<file path="config.mk">
export PLATFORM = sky130hd
export DESIGN_NAME = gdc_top
export DESIGN_NICKNAME = d
export VERILOG_FILES = /design/src/gdc_pkg.sv /design/src/gdc_top.sv /design/src/gdc_sync.sv /design/src/gdc_pins.sv
export SDC_FILE = /design/constraint.sdc
export NUM_CORES = 1
export LEC_CHECK = 0
export BUFFER_PORTS_ARGS = -buffer_cell sky130_fd_sc_hd__buf_4
export CAP_MARGIN = 20
export CORE_MARGIN = 10
export CORE_UTILIZATION = 33
export DETAILED_ROUTE_END_ITERATION = 8
export GPL_TIMING_DRIVEN = 0
export PLACE_DENSITY_LB_ADDON = 0.15
export RECOVER_POWER = 100
export SYNTH_ARGS = -nofsm -noshare
export SYNTH_HDL_FRONTEND = slang
export SYNTH_SLANG_ARGS = --single-unit
export TNS_END_PERCENT = 30
</file>
<file path="constraint.sdc">
create_clock -name clock -period 1.98 [get_ports clock]
set_input_delay 0 -clock clock [delete_from_list [all_inputs] [get_ports clock]]
set_output_delay 0 -clock clock [all_outputs]
set_load 0.05 [all_outputs]
</file>
<file path="src/gdc_pkg.sv">
// Purpose: shared constants and types for the pin and DAC command decoder
// Assumes: serial frames framed by an active-low chip select
// Notes: codes are the command and control encodings of the serial link
package gdc_pkg;
   localparam logic [7:0] GDC_CMD_PIN_CFG   = 8'h03;
   localparam logic [7:0] GDC_CMD_PIN_WR    = 8'h02;
   localparam logic [7:0] GDC_CMD_PIN_RD    = 8'h01;
   localparam logic [3:0] GDC_CMD_DAC_SEL   = 4'h1;
   localparam logic [3:0] GDC_CTL_RESET     = 4'h1;
   localparam logic [3:0] GDC_CTL_LOAD0     = 4'h2;
   localparam logic [3:0] GDC_CTL_LOAD3     = 4'h5;
   localparam logic [3:0] GDC_CTL_THRU_A    = 4'hA;
   localparam logic [3:0] GDC_CTL_THRU_B    = 4'hC;
   localparam logic [3:0] GDC_CTL_LOAD_ALL  = 4'hD;
   localparam logic [3:0] GDC_CTL_XFER      = 4'hE;
   localparam logic [3:0] GDC_CTL_POWER     = 4'hF;
   localparam logic [2:0] GDC_PWR_UP        = 3'h1;
   localparam logic [2:0] GDC_PWR_HIZ       = 3'h2;
   localparam logic [2:0] GDC_PWR_1K_GND    = 3'h4;
   localparam logic [2:0] GDC_PWR_100K_GND  = 3'h0;
   localparam logic [2:0] GDC_PWR_100K_REF  = 3'h7;
   localparam logic [9:0] GDC_DAC_ZERO      = 10'h000;
   localparam logic [9:0] GDC_DAC_ONES      = 10'h3FF;
   localparam logic [3:0] GDC_PIN_CFG_RST   = 4'h0;
   localparam logic [3:0] GDC_PIN_LVL_RST   = 4'hF;
   localparam int         GDC_BYTE_BITS     = 8;
   localparam int         GDC_WORD_BITS     = 16;

   typedef enum logic [2:0] {
      GDC_BUF_ON       = 3'b000,
      GDC_BUF_HIZ      = 3'b001,
      GDC_BUF_1K_GND   = 3'b010,
      GDC_BUF_100K_GND = 3'b011,
      GDC_BUF_100K_REF = 3'b100
   } gdc_buf_type;

   typedef struct packed {
      logic       valid;
      logic [3:0] ctrl;
      logic [9:0] data;
   } gdc_dac_word_type;

   typedef struct packed {
      logic [3:0] oe_n;
      logic [3:0] out;
   } gdc_pin_drive_type;
endpackage

</file>
<file path="src/gdc_top.sv">
// Purpose: serial command decoder for four pins and a quad DAC register set
// Assumes: host keeps the serial clock well below a quarter of clock
// Notes: all serial pins are sampled through two flip-flops
// Summary of operation
// - Read returns four zeros then pin states
// - Direction one drives the level bit
// - Direction zero: input, or pulldown when zero
// - Reset command clears DAC registers, power kept
// - Preset command sets DAC registers all ones
// - Codes 2..5 load one input register
// - Codes A,C write through all channels
// - Code D loads all input registers only
// - Code E transfers selected inputs to outputs
// - Power code mode 001 powers up selected
// - Power code modes 000,010,100,111 power down selected; 011,101,110 change nothing
// - Unselected channels keep power state
// - Sixteen-bit word, MSB first, falling edges
// - Command byte 0001xxxx routes next word
// - Short DAC word is discarded
// - Pin registers apply after chip select rise
`timescale 1ns/1ps
module gdc_top (
   input  wire logic                   clock,
   input  wire logic                   rst_n,
   input  wire logic                   sclk,
   input  wire logic                   cs_n,
   input  wire logic                   din,
   output logic                        dout,
   input  wire logic [3:0]             pin_in,
   output logic      [3:0]             pin_out,
   output logic      [3:0]             pin_oe_n,
   output logic      [39:0]            dac_level,
   output gdc_pkg::gdc_buf_type [3:0]  dac_buf_mode
);
   logic [2:0] sync_bus;
   logic [3:0] pin_sync;
   logic       sclk_s;
   logic       cs_n_s;
   logic       din_s;
   gdc_pkg::gdc_pin_drive_type drive;

   gdc_sync #(.WIDTH(7)) u_sync (
      .clock    (clock),
      .rst_n    (rst_n),
      .async_in ({sclk, cs_n, din, pin_in}),
      .sync_out ({sync_bus, pin_sync})
   );
   assign sclk_s = sync_bus[2];
   assign cs_n_s = sync_bus[1];
   assign din_s  = sync_bus[0];

   typedef enum logic [2:0] {
      GDC_ST_CMD  = 3'b000,
      GDC_ST_CFG  = 3'b001,
      GDC_ST_WR   = 3'b010,
      GDC_ST_RD   = 3'b011,
      GDC_ST_DAC  = 3'b100,
      GDC_ST_SKIP = 3'b101
   } gdc_state_type;

   gdc_state_type state_reg, state_next;
   logic [15:0] shift_reg, shift_next;
   logic [4:0]  cnt_reg, cnt_next;
   logic        sclk_d_reg, sclk_d_next;
   logic        cs_d_reg, cs_d_next;
   logic        dout_reg, dout_next;
   logic [7:0]  rd_reg, rd_next;
   logic [3:0]  cfg_pend_reg, cfg_pend_next;
   logic [3:0]  lvl_pend_reg, lvl_pend_next;
   logic        cfg_dirty_reg, cfg_dirty_next;
   logic        lvl_dirty_reg, lvl_dirty_next;
   logic [3:0]  cfg_reg, cfg_next;
   logic [3:0]  lvl_reg, lvl_next;
   gdc_pkg::gdc_dac_word_type word_reg, word_next;
   logic [9:0]  in_reg   [4];
   logic [9:0]  in_next  [4];
   logic [9:0]  dac_reg  [4];
   logic [9:0]  dac_next [4];
   gdc_pkg::gdc_buf_type buf_reg  [4];
   gdc_pkg::gdc_buf_type buf_next [4];
   logic [2:0]  pwr_mode_reg, pwr_mode_next;
   logic        pwr_go_reg, pwr_go_next;
   logic [3:0]  pwr_sel_reg, pwr_sel_next;

   logic sclk_fall;
   logic sclk_rise;
   logic cs_fall;
   logic cs_rise;
   logic [15:0] shifted;

   assign sclk_fall = sclk_d_reg & ~sclk_s & ~cs_n_s;
   assign sclk_rise = ~sclk_d_reg & sclk_s & ~cs_n_s;
   assign cs_fall   = cs_d_reg & ~cs_n_s;
   assign cs_rise   = ~cs_d_reg & cs_n_s;
   assign shifted   = {shift_reg[14:0], din_s};

   // Serial framing and command decode
   always_comb begin
      state_next    = state_reg;
      shift_next    = shift_reg;
      cnt_next      = cnt_reg;
      sclk_d_next   = sclk_s;
      cs_d_next     = cs_n_s;
      dout_next     = dout_reg;
      rd_next       = rd_reg;
      cfg_pend_next = cfg_pend_reg;
      lvl_pend_next = lvl_pend_reg;
      cfg_dirty_next = cfg_dirty_reg;
      lvl_dirty_next = lvl_dirty_reg;
      cfg_next      = cfg_reg;
      lvl_next      = lvl_reg;
      word_next     = word_reg;
      word_next.valid = 1'b0;
      if (cs_fall) begin
         state_next = GDC_ST_CMD;
         cnt_next   = 5'h00;
         dout_next  = 1'b0;
      end else if (cs_rise) begin
         // Partial words never reach the DAC registers
         state_next = GDC_ST_CMD;
         cnt_next   = 5'h00;
         dout_next  = 1'b0;
         if (cfg_dirty_reg) begin
            cfg_next = cfg_pend_reg;
         end
         if (lvl_dirty_reg) begin
            lvl_next = lvl_pend_reg;
         end
         cfg_dirty_next = 1'b0;
         lvl_dirty_next = 1'b0;
      end else if (sclk_rise && state_reg == GDC_ST_RD) begin
         // Readback shifts out on the edge opposite the sampling edge
         dout_next = rd_reg[7];
         rd_next   = {rd_reg[6:0], 1'b0};
      end else if (sclk_fall) begin
         shift_next = shifted;
         cnt_next   = cnt_reg + 5'h01;
         unique case (state_reg)
            GDC_ST_CMD: begin
               if (cnt_reg == 5'(gdc_pkg::GDC_BYTE_BITS - 1)) begin
                  cnt_next = 5'h00;
                  if (shifted[7:0] == gdc_pkg::GDC_CMD_PIN_CFG) begin
                     state_next = GDC_ST_CFG;
                  end else if (shifted[7:0] == gdc_pkg::GDC_CMD_PIN_WR) begin
                     state_next = GDC_ST_WR;
                  end else if (shifted[7:0] == gdc_pkg::GDC_CMD_PIN_RD) begin
                     state_next = GDC_ST_RD;
                     rd_next    = {4'h0, pin_sync};
                  end else if (shifted[7:4] == gdc_pkg::GDC_CMD_DAC_SEL) begin
                     state_next = GDC_ST_DAC;
                  end else begin
                     state_next = GDC_ST_SKIP;
                  end
               end
            end
            GDC_ST_CFG, GDC_ST_WR: begin
               if (cnt_reg == 5'(gdc_pkg::GDC_BYTE_BITS - 1)) begin
                  state_next = GDC_ST_SKIP;
                  if (state_reg == GDC_ST_CFG) begin
                     cfg_pend_next  = shifted[7:4];
                     cfg_dirty_next = 1'b1;
                  end else begin
                     lvl_pend_next  = shifted[7:4];
                     lvl_dirty_next = 1'b1;
                  end
               end
            end
            GDC_ST_RD: begin
               if (cnt_reg == 5'(gdc_pkg::GDC_BYTE_BITS - 1)) begin
                  state_next = GDC_ST_SKIP;
               end
            end
            GDC_ST_DAC: begin
               if (cnt_reg == 5'(gdc_pkg::GDC_WORD_BITS - 1)) begin
                  state_next = GDC_ST_SKIP;
                  word_next.valid = 1'b1;
                  word_next.ctrl  = shifted[15:12];
                  word_next.data  = shifted[11:2];
               end
            end
            GDC_ST_SKIP: begin
               cnt_next = cnt_reg;
            end
         endcase
      end
   end

   // DAC register file, applied once per complete word
   always_comb begin
      for (int c = 0; c < 4; c++) begin
         in_next[c]  = in_reg[c];
         dac_next[c] = dac_reg[c];
         buf_next[c] = buf_reg[c];
      end
      if (word_reg.valid) begin
         unique case (word_reg.ctrl)
            gdc_pkg::GDC_CTL_RESET: begin
               for (int c = 0; c < 4; c++) begin
                  // Buffer modes stay as they were
                  in_next[c]  = word_reg.data[9] ? gdc_pkg::GDC_DAC_ONES : gdc_pkg::GDC_DAC_ZERO;
                  dac_next[c] = word_reg.data[9] ? gdc_pkg::GDC_DAC_ONES : gdc_pkg::GDC_DAC_ZERO;
               end
            end
            4'h2, 4'h3, 4'h4, 4'h5: begin
               in_next[2'(word_reg.ctrl - gdc_pkg::GDC_CTL_LOAD0)] = word_reg.data;
            end
            gdc_pkg::GDC_CTL_THRU_A, gdc_pkg::GDC_CTL_THRU_B: begin
               for (int c = 0; c < 4; c++) begin
                  in_next[c]  = word_reg.data;
                  dac_next[c] = word_reg.data;
               end
            end
            gdc_pkg::GDC_CTL_LOAD_ALL: begin
               for (int c = 0; c < 4; c++) begin
                  in_next[c] = word_reg.data;
               end
            end
            gdc_pkg::GDC_CTL_XFER: begin
               for (int c = 0; c < 4; c++) begin
                  if (word_reg.data[2 + c]) begin
                     dac_next[c] = in_reg[c];
                  end
               end
            end
            gdc_pkg::GDC_CTL_POWER: begin
               // Buffers follow one clock later from the registered mode
            end
            default: begin
               // Unassigned codes fall through untouched
               in_next[0] = in_reg[0];
            end
         endcase
      end
      for (int c = 0; c < 4; c++) begin
         if (pwr_go_reg && pwr_sel_reg[c]) begin
            unique case (pwr_mode_reg)
               gdc_pkg::GDC_PWR_UP:       buf_next[c] = gdc_pkg::GDC_BUF_ON;
               gdc_pkg::GDC_PWR_HIZ:      buf_next[c] = gdc_pkg::GDC_BUF_HIZ;
               gdc_pkg::GDC_PWR_1K_GND:   buf_next[c] = gdc_pkg::GDC_BUF_1K_GND;
               gdc_pkg::GDC_PWR_100K_GND: buf_next[c] = gdc_pkg::GDC_BUF_100K_GND;
               gdc_pkg::GDC_PWR_100K_REF: buf_next[c] = gdc_pkg::GDC_BUF_100K_REF;
               default:                   buf_next[c] = buf_reg[c];
            endcase
         end
      end
   end
   // Mode decode kept separate: the last mode bit sits below the data field
   always_comb begin
      pwr_go_next   = word_reg.valid && word_reg.ctrl == gdc_pkg::GDC_CTL_POWER;
      pwr_sel_next  = word_reg.data[5:2];
      pwr_mode_next = {word_reg.data[1:0], shift_reg[1]};
   end

   always_ff @(posedge clock or negedge rst_n) begin
      if (!rst_n) begin
         state_reg     <= GDC_ST_CMD;
         shift_reg     <= 16'h0000;
         cnt_reg       <= 5'h00;
         sclk_d_reg    <= 1'b1;
         cs_d_reg      <= 1'b1;
         dout_reg      <= 1'b0;
         rd_reg        <= 8'h00;
         cfg_pend_reg  <= gdc_pkg::GDC_PIN_CFG_RST;
         lvl_pend_reg  <= gdc_pkg::GDC_PIN_LVL_RST;
         cfg_dirty_reg <= 1'b0;
         lvl_dirty_reg <= 1'b0;
         cfg_reg       <= gdc_pkg::GDC_PIN_CFG_RST;
         lvl_reg       <= gdc_pkg::GDC_PIN_LVL_RST;
         word_reg      <= '0;
         pwr_go_reg    <= 1'b0;
         pwr_sel_reg   <= 4'h0;
         pwr_mode_reg  <= 3'h0;
         for (int c = 0; c < 4; c++) begin
            in_reg[c]  <= gdc_pkg::GDC_DAC_ZERO;
            dac_reg[c] <= gdc_pkg::GDC_DAC_ZERO;
            buf_reg[c] <= gdc_pkg::GDC_BUF_ON;
         end
      end else begin
         state_reg     <= state_next;
         shift_reg     <= shift_next;
         cnt_reg       <= cnt_next;
         sclk_d_reg    <= sclk_d_next;
         cs_d_reg      <= cs_d_next;
         dout_reg      <= dout_next;
         rd_reg        <= rd_next;
         cfg_pend_reg  <= cfg_pend_next;
         lvl_pend_reg  <= lvl_pend_next;
         cfg_dirty_reg <= cfg_dirty_next;
         lvl_dirty_reg <= lvl_dirty_next;
         cfg_reg       <= cfg_next;
         lvl_reg       <= lvl_next;
         word_reg      <= word_next;
         pwr_go_reg    <= pwr_go_next;
         pwr_sel_reg   <= pwr_sel_next;
         pwr_mode_reg  <= pwr_mode_next;
         for (int c = 0; c < 4; c++) begin
            in_reg[c]  <= in_next[c];
            dac_reg[c] <= dac_next[c];
            buf_reg[c] <= buf_next[c];
         end
      end
   end

   gdc_pins u_pins (
      .dir_cfg (cfg_reg),
      .out_lvl (lvl_reg),
      .drive   (drive)
   );

   assign dout     = dout_reg;
   assign pin_out  = drive.out;
   assign pin_oe_n = drive.oe_n;
   genvar g;
   generate
      for (g = 0; g < 4; g++) begin : g_dac
         assign dac_level[g*10 +: 10] = dac_reg[g];
         assign dac_buf_mode[g]       = buf_reg[g];
      end
   endgenerate

   property p_cfg_hold;
      @(posedge clock) disable iff (!rst_n) !cs_rise |=> cfg_reg == $past(cfg_reg);
   endproperty
   a_cfg_hold: assert property (p_cfg_hold) else $error("pin config changed mid frame");
   property p_drive_out;
      @(posedge clock) disable iff (!rst_n) cfg_reg[0] |-> !pin_oe_n[0] && pin_out[0] == lvl_reg[0];
   endproperty
   a_drive_out: assert property (p_drive_out) else $error("output pin not driving level");
   property p_input_hiz;
      @(posedge clock) disable iff (!rst_n) !cfg_reg[1] && lvl_reg[1] |-> pin_oe_n[1];
   endproperty
   a_input_hiz: assert property (p_input_hiz) else $error("input pin not released");
   property p_word_len;
      @(posedge clock) disable iff (!rst_n) word_reg.valid |-> $past(cnt_reg, 2) == 5'h0F;
   endproperty
   a_word_len: assert property (p_word_len) else $error("DAC word not sixteen bits");
   property p_short_drop;
      @(posedge clock) disable iff (!rst_n) cs_rise |=> !word_reg.valid;
   endproperty
   a_short_drop: assert property (p_short_drop) else $error("short word accepted");
   property p_reset_keeps_buf;
      @(posedge clock) disable iff (!rst_n)
         word_reg.valid && word_reg.ctrl == gdc_pkg::GDC_CTL_RESET |=> buf_reg[0] == $past(buf_reg[0]);
   endproperty
   a_reset_keeps_buf: assert property (p_reset_keeps_buf) else $error("reset changed buffer");
   property p_thru;
      @(posedge clock) disable iff (!rst_n)
         word_reg.valid && word_reg.ctrl == gdc_pkg::GDC_CTL_THRU_A |=> dac_reg[3] == $past(word_reg.data);
   endproperty
   a_thru: assert property (p_thru) else $error("write-through missed");
   property p_load_only;
      @(posedge clock) disable iff (!rst_n)
         word_reg.valid && word_reg.ctrl == gdc_pkg::GDC_CTL_LOAD_ALL |=> dac_reg[0] == $past(dac_reg[0]);
   endproperty
   a_load_only: assert property (p_load_only) else $error("load-all touched output");
   c_dac_word: cover property (@(posedge clock) disable iff (!rst_n) word_reg.valid);
   c_pin_apply: cover property (@(posedge clock) disable iff (!rst_n) cs_rise && cfg_dirty_reg);
   c_power: cover property (@(posedge clock) disable iff (!rst_n) pwr_go_reg);
endmodule

</file>
<file path="src/gdc_sync.sv">
// Purpose: two-flop synchroniser for the serial pins
// Assumes: inputs asynchronous to clock
// Notes: first stage is read only by the second
`timescale 1ns/1ps
module gdc_sync #(
   parameter int WIDTH = 3
) (
   input  wire logic             clock,
   input  wire logic             rst_n,
   input  wire logic [WIDTH-1:0] async_in,
   output logic      [WIDTH-1:0] sync_out
);
   logic [WIDTH-1:0] meta_reg;
   logic [WIDTH-1:0] meta_next;
   logic [WIDTH-1:0] sync_reg;
   logic [WIDTH-1:0] sync_next;

   always_comb begin
      meta_next = async_in;
      sync_next = meta_reg;
   end

   // Reset high: chip select idle; edges are gated by chip select anyway
   always_ff @(posedge clock or negedge rst_n) begin
      if (!rst_n) begin
         meta_reg <= '1;
         sync_reg <= '1;
      end else begin
         meta_reg <= meta_next;
         sync_reg <= sync_next;
      end
   end

   assign sync_out = sync_reg;
endmodule

</file>
<file path="src/gdc_pins.sv">
// Purpose: drive the four general-purpose pins from direction and level bits
// Assumes: pad resolves level from out and active-low enable
// Notes: bit order c_one, c_zero, a_one, a_zero from 3 down to 0
`timescale 1ns/1ps
module gdc_pins (
   input  wire logic [3:0]               dir_cfg,
   input  wire logic [3:0]               out_lvl,
   output gdc_pkg::gdc_pin_drive_type    drive
);
   genvar i;
   generate
      for (i = 0; i < 4; i++) begin : g_pin
         assign drive.out[i]  = dir_cfg[i] ? out_lvl[i] : 1'b0;
         // Open drain pulldown only when level bit is zero
         assign drive.oe_n[i] = ~(dir_cfg[i] | ~out_lvl[i]);
      end
   endgenerate
endmodule

</file>
==> results.sh, run 1 <==
export IMPL_ant_nets=0
export IMPL_num_rows=57
export IMPL_total_power_mw=8.228
export IMPL_critical_path_depth=6
export IMPL_end_kind="flop"
export IMPL_core_um2=24250
export IMPL_skew_ns=0.01273
export IMPL_async_reset_ff_share_pct=100.0
export IMPL_drive_above_1_share_pct=19.86
export IMPL_drtPass1Iterations=5
export IMPL_synth_avg_cell_area_um2=10.99
export IMPL_power_density_nw_per_um2=857.4
export IMPL_rsz0062_at_grt="yes"
export IMPL_drv_cap=0
export IMPL_first_iter_violations=372
export IMPL_start_util_pct=33.36
export IMPL_drc=0
export IMPL_grt_pass1_vias=5852
export IMPL_synth_fp_nets=749
export IMPL_dp_final_hpwl_um=13540
export IMPL_track_usage_pct=12.90
export IMPL_reg2reg_depth=6
export IMPL_fin_util_pct=39.58
export IMPL_wl_um=19730
export IMPL_path_cells="nor3b_1 > o21a_1 > clkbuf_1 > a21oi_1 > nand2_1 > a22o_1"
export IMPL_htreeDepth=4
export IMPL_post_place_ws_ns=-0.1811
export IMPL_die_w_um=176.6
export IMPL_synth_edf_count=0
export IMPL_io_buffer_count=69
export IMPL_vias=5674
export IMPL_yosysTopAreaCellShare_pct=48.56
export IMPL_place_congestion=0.8184
export IMPL_crit_family="compound AO/OA/AOI/OAI gates"
export IMPL_clkTransAtPathRegs_ns=0.07
export IMPL_status="finished, violations left"
export IMPL_avgViaCountPerCell=4.850
export IMPL_syn_inst=736
export IMPL_cts_sinks=181
export IMPL_critPathRequiredTime_ns=2.29
export IMPL_min_period_ns=2.082
export IMPL_violations="negative setup slack"
export IMPL_clk_path_buf_depth=2
export IMPL_slew_viol_final=0
export IMPL_overflow=0
export IMPL_synth_seq_cells=181
export IMPL_grt_max_degree=119
export IMPL_antenna_found_initial=0
export IMPL_power_static_leakage_nw=4.411
export IMPL_synth_distinct_cells=57
export IMPL_irDropWorstVdd_mv=0.4627
export IMPL_clkLatencyLatePin_ns=0.43
export IMPL_ioPinCount=70
export IMPL_cts_tree="built"
export IMPL_cp_slowest_cell="a21oi_1"
export IMPL_ys_flop_type="dfrtp_1"
export IMPL_stdcell_area_um2=9597
export IMPL_path_buf_inv=1
export IMPL_netlist_top_cells_area="dfrtp_1, dfstp_2, mux2_2"
export IMPL_max_freq_mhz=480.4
export IMPL_criticalPathCategory="flop to flop"
export IMPL_yosys_warnings=0
export IMPL_wl_per_cell_um=16.86
export IMPL_clockRootBuffer="clkbuf_16"
export IMPL_area_delta_synth_final_pct=18.62
export IMPL_antenna_cells=0
export IMPL_critPathMaxFanout=9
export IMPL_tightest_slew_ns=1.073
export IMPL_setup_violations=12
export IMPL_hold_violations=0
export IMPL_netlist_area_um2=8090
export IMPL_die_area_um2=31180
export IMPL_arrival_ns=2.40
export IMPL_start_kind="flop"
export IMPL_grt_pass1_wl_um=32170
export IMPL_dpl_cell_area_um2=9056
export IMPL_slew_headroom_pct=28.47
export IMPL_finalNetCount=846
export IMPL_fin_ws_ns=-0.1017
export IMPL_fp_dieH_um=176.6
export IMPL_holdWs_ns=0.1022
export IMPL_cts_buffers=17
export IMPL_hold_path_class="input port to asynchronous set/reset pin"
export IMPL_finalCritPeriodShare_pct=105.1
export IMPL_ys_seq_area_share_pct=56.36
export IMPL_synth_top_cell_by_area="dfrtp_1"
export IMPL_cpPeakStageDelay_ns=0.60
final cells by class:
| cell class | instances | area (µm²) |
|---|---|---|
| Clock inverter | 13 | 150.1 |
| Multi-Input combinational cell | 463 | 3223 |
| Tap cell | 324 | 405.4 |
| Inverter | 56 | 210.2 |
| Buffer | 33 | 185.2 |
| Clock buffer | 19 | 452.9 |
| Fill cell | 2485 | 14650 |
| Sequential cell | 181 | 4559 |
| Timing Repair Buffer | 81 | 410.4 |
synth_stat cells, types with 6 or more instances:
cell and number:
mux2_2 47, dfstp_2 24, nor2_1 22, nand2_1 102, clkbuf_1 13, nor2b_1 11, nand3_1 10, inv_1 56
a21o_1 12, nor3_1 6, a21oi_1 67, buf_1 7, dfrtp_1 157, buf_2 13, mux2i_1 42, a22o_1 45
o21ai_0 28
worst reg2reg max path: cells and delay by family, from the launching register on:
kind | cells | cell delay, ns
DFF | 1 | 0.42
and+or+nand+nor | 2 | 0.32
AOI/OAI and AO/OA | 3 | 1.03
buffers and inverters | 1 | 0.20
path summary, 6_finish.rpt:
| check | startpoint | to | slack, ns |
|---|---|---|---|
| setup / recovery | word_reg[11] | in_reg[37] | -0.10 |
| hold / removal | rst_n | dac_buf_mode[9] | 0.10 |
| setup reg to reg | word_reg[11] | in_reg[37] | -0.10 |
| hold reg to reg | u_sync.meta_reg[3] | u_sync.sync_out[3] | 0.36 |
| max in group asynchronous | rst_n | in_reg[35] | 0.47 |
| min in group clock | pin_in[0] | u_sync.meta_reg[0] | 0.21 |
power by group:
part | leakage [nW] | total (mW) | switching [mW] | internal, mW
sequential | 2.43 | 4.03 | 0.173 | 3.86
combinational | 1.68 | 0.748 | 0.445 | 0.304
clock | 0.298 | 3.45 | 1.58 | 1.87
total | 4.41 | 8.23 | 2.20 | 6.03
placed cells by master (no fill, tap or decap), types with 3 or more instances in the layout:
master         instances
buf_6                  6
nor2_1                17
dfstp_2               22
nand3_1               10
a22o_1                45
nor2_2                 3
a21oi_1               66
dfrtp_1              157
dlygate4sd3_1          8
mux2i_1               42
nor2b_1               11
and2_1                 4
a21o_1                11
buf_2                  6
o22ai_1                4
o21ai_0               27
nor3_1                 3
inv_1                 56
nand2_1              102
inv_6                  5
clkbuf_2               7
inv_8                  3
o211ai_1               3
mux2_2                47
clkbuf_16             17
nand2b_1               4
a31oi_1                4
clkbuf_1              69
ha_1                   3
clkinv_4               3
clkbuf_4              11
a31o_2                 4
buf_1                  5
cells by family after synthesis:
group,count (synthesis),share of synthesized area [%]
AOI/OAI and AO/OA,181,14.82
xor gates and xnor gates,3,0.3248
adders and majority gates,4,0.6186
buffers and inverters,92,5.011
DFF,181,56.36
muxes,89,11.74
and+or+nand+nor,186,11.14
metrics by stage:
stage / cells / setup TNS (ns)
6_report: 1170 / -0.3957
4_1_cts: 1172 / -0.1248
3_5_place_dp: 1130 / -7.989
5_1_grt: 1170 / -4.342
2_1_floorplan: 736 / 0
3_3_place_gp: 1129 / -56.22
timing repair:
action / CTS / global route
gates resized for setup: 22 / 26
setup endpoints to repair: 98 / 112
endpoints found under the hold margin: 70 / 0
hold buffers: 8 / 0
setup buffers: 3 / 0
pin swaps: 2 / 0
metal layers:
layer | GRT usage [%] | vias to the layer above | wire, µm
met2 | 19.86 | 136 | 8751
met1 | 17.34 | 2737 | 9418
li1 | - | 2767 | -
met3 | 3.524 | 34 | 1193
met5 | 0 | - | 0
met4 | 3.853 | 0 | 368
No activity file was read; power rests on OpenSTA's default activity.
==> inputs of run 2 (changes only) <==
--- a/config.mk
+++ b/config.mk
@@ -11,7 +11,6 @@
 export CORE_UTILIZATION = 33
 export DETAILED_ROUTE_END_ITERATION = 8
 export GPL_TIMING_DRIVEN = 0
-export PLACE_DENSITY_LB_ADDON = 0.15
 export RECOVER_POWER = 100
 export SYNTH_ARGS = -nofsm -noshare
 export SYNTH_HDL_FRONTEND = slang
==> results.sh, run 2 (synthesized netlist as in run 1, its figures left out) <==
export IMPL_status="finished, violations left"
export IMPL_violations="negative setup slack"
export IMPL_clk_path_buf_depth=2
export IMPL_vias=5769
export IMPL_num_rows=57
export IMPL_cts_buffers=17
export IMPL_clkLatencyLatePin_ns=0.44
export IMPL_track_usage_pct=12.29
export IMPL_cts_sinks=181
export IMPL_path_buf_inv=2
export IMPL_slew_headroom_pct=48.23
export IMPL_place_congestion=0.9220
export IMPL_met1_length_um=8791
export IMPL_wl_per_cell_um=16.32
export IMPL_overflow=0
export IMPL_htreeDepth=4
export IMPL_min_period_ns=1.998
export IMPL_finalCritPeriodShare_pct=100.9
export IMPL_antenna_cells=0
export IMPL_antenna_found_initial=0
export IMPL_critPathMaxFanout=9
export IMPL_ant_nets=0
export IMPL_clkTransAtPathRegs_ns=0.08
export IMPL_hold_violations=0
export IMPL_drc=0
export IMPL_fin_util_pct=41.10
export IMPL_slew_viol_final=0
export IMPL_avgViaCountPerCell=4.906
export IMPL_critPathRequiredTime_ns=2.30
export IMPL_arrival_ns=2.32
export IMPL_grt_max_degree=106
export IMPL_die_area_um2=31180
export IMPL_startpoint="cs_d_reg"
export IMPL_tightest_slew_ns=0.7766
export IMPL_final_common_cell="dfrtp_1"
export IMPL_ioPinCount=70
export IMPL_die_w_um=176.6
export IMPL_end_kind="flop"
export IMPL_skew_ns=0.01415
export IMPL_start_util_pct=33.36
export IMPL_cpPeakStageDelay_ns=0.54
export IMPL_power_static_leakage_nw=4.715
export IMPL_area_delta_synth_final_pct=23.20
export IMPL_fillers=2390
export IMPL_power_density_nw_per_um2=828.2
export IMPL_fin_ws_ns=-0.01776
export IMPL_max_freq_mhz=500.6
export IMPL_wl_met3_um=1141
export IMPL_path_cells="inv_2 > ha_4 > bufbuf_16 > and4b_2 > and4_4 > nor2_2 > a32o_1"
export IMPL_crit_family="simple AND/OR/NAND/NOR gates"
export IMPL_total_power_mw=8.254
export IMPL_dp_final_hpwl_um=13060
export IMPL_cp_slowest_cell="dfstp_2"
export IMPL_grt_pass1_vias=5622
export IMPL_multi_input_area_um2=3272
export IMPL_top_layer_used="met4"
export IMPL_irDropWorstVdd_mv=0.4327
export IMPL_first_iter_violations=416
export IMPL_cts_tree="built"
export IMPL_finalNetCount=852
export IMPL_seqCellArea_um2=4559
export IMPL_dpl_cell_count=1130
export IMPL_criticalPathCategory="flop to flop"
export IMPL_clockRootBuffer="clkbuf_16"
export IMPL_io_buffer_count=69
export IMPL_fp_dieH_um=176.6
export IMPL_start_kind="flop"
export IMPL_drtPass1Iterations=5
export IMPL_final_cell_count_no_fill=1176
export IMPL_rsz0062_at_grt="yes"
export IMPL_wl_um=19200
export IMPL_grt_pass1_wl_um=30790
export IMPL_drv_cap=0
export IMPL_wl_met2_um=8815
export IMPL_drive_above_1_share_pct=29.46
export IMPL_setup_violations=1
export IMPL_mostFrequentLayoutCells="dfrtp_1, nand2_1, buf_4"
export IMPL_r2r_start="cs_d_reg"
export IMPL_core_um2=24250
export IMPL_hold_path_class="input port to asynchronous set/reset pin"
-- run 2: metal layers --
metal | GRT usage [%] | up-vias
li1 | - | 2767
met1 | 16.32 | 2817
met2 | 18.89 | 161
met3 | 2.905 | 24
met4 | 5.044 | 0
met5 | 0 | -
-- run 2: per-stage QoR --
step	cell area, µm²	hold slack (ns)	TNS (ns)	setup slack, ns
2_1_floorplan	8098	-0.2956	0	0.04272
3_3_place_gp	9021	0.1089	-43.18	-0.2552
3_5_place_dp	9056	0.1068	-11.58	-0.2616
4_1_cts	9808	0.1959	-0.2255	-0.08304
5_1_grt	9967	0.2149	-1.857	-0.09954
6_report	9967	0.1890	-0.01776	-0.01776
-- run 2: layout make-up --
class | count | share of cell area [%]
Clock buffer | 24 | 5.486
Clock inverter | 8 | 0.7030
Multi-Input combinational cell | 463 | 32.83
Sequential cell | 181 | 45.74
Buffer | 36 | 2.260
Tap cell | 324 | 4.067
Timing Repair Buffer | 84 | 6.804
Inverter | 56 | 2.109
-- run 2: power by group --
part           leakage [nW]  switching [mW]  internal (mW)
clock                 0.305            1.50           1.98
combinational          1.98           0.444          0.313
sequential             2.43           0.162           3.86
-- run 2: final timing paths --
| kind | cells after the start | endpoint | slack, ns |
|---|---|---|---|
| max in group asynchronous | 3 | lvl_reg[0] | 0.91 |
| hold / removal | 2 | dac_level[15] | 0.19 |
| min in group clock | 2 | u_sync.meta_reg[3] | 0.22 |
| setup reg to reg | 7 | rd_reg[0] | -0.02 |
| hold reg to reg | 0 | u_sync.sync_out[5] | 0.36 |
| setup / recovery | 7 | rd_reg[0] | -0.02 |
-- run 2: what timing repair did --
item | CTS | global route
endpoints found under the setup margin | 92 | 106
gates cloned | 0 | 0
hold buffers | 8 | 0
pin swaps | 1 | 0
buffers inserted | 1 | 5
hold endpoints to repair | 98 | 0
gates resized for setup | 18 | 47
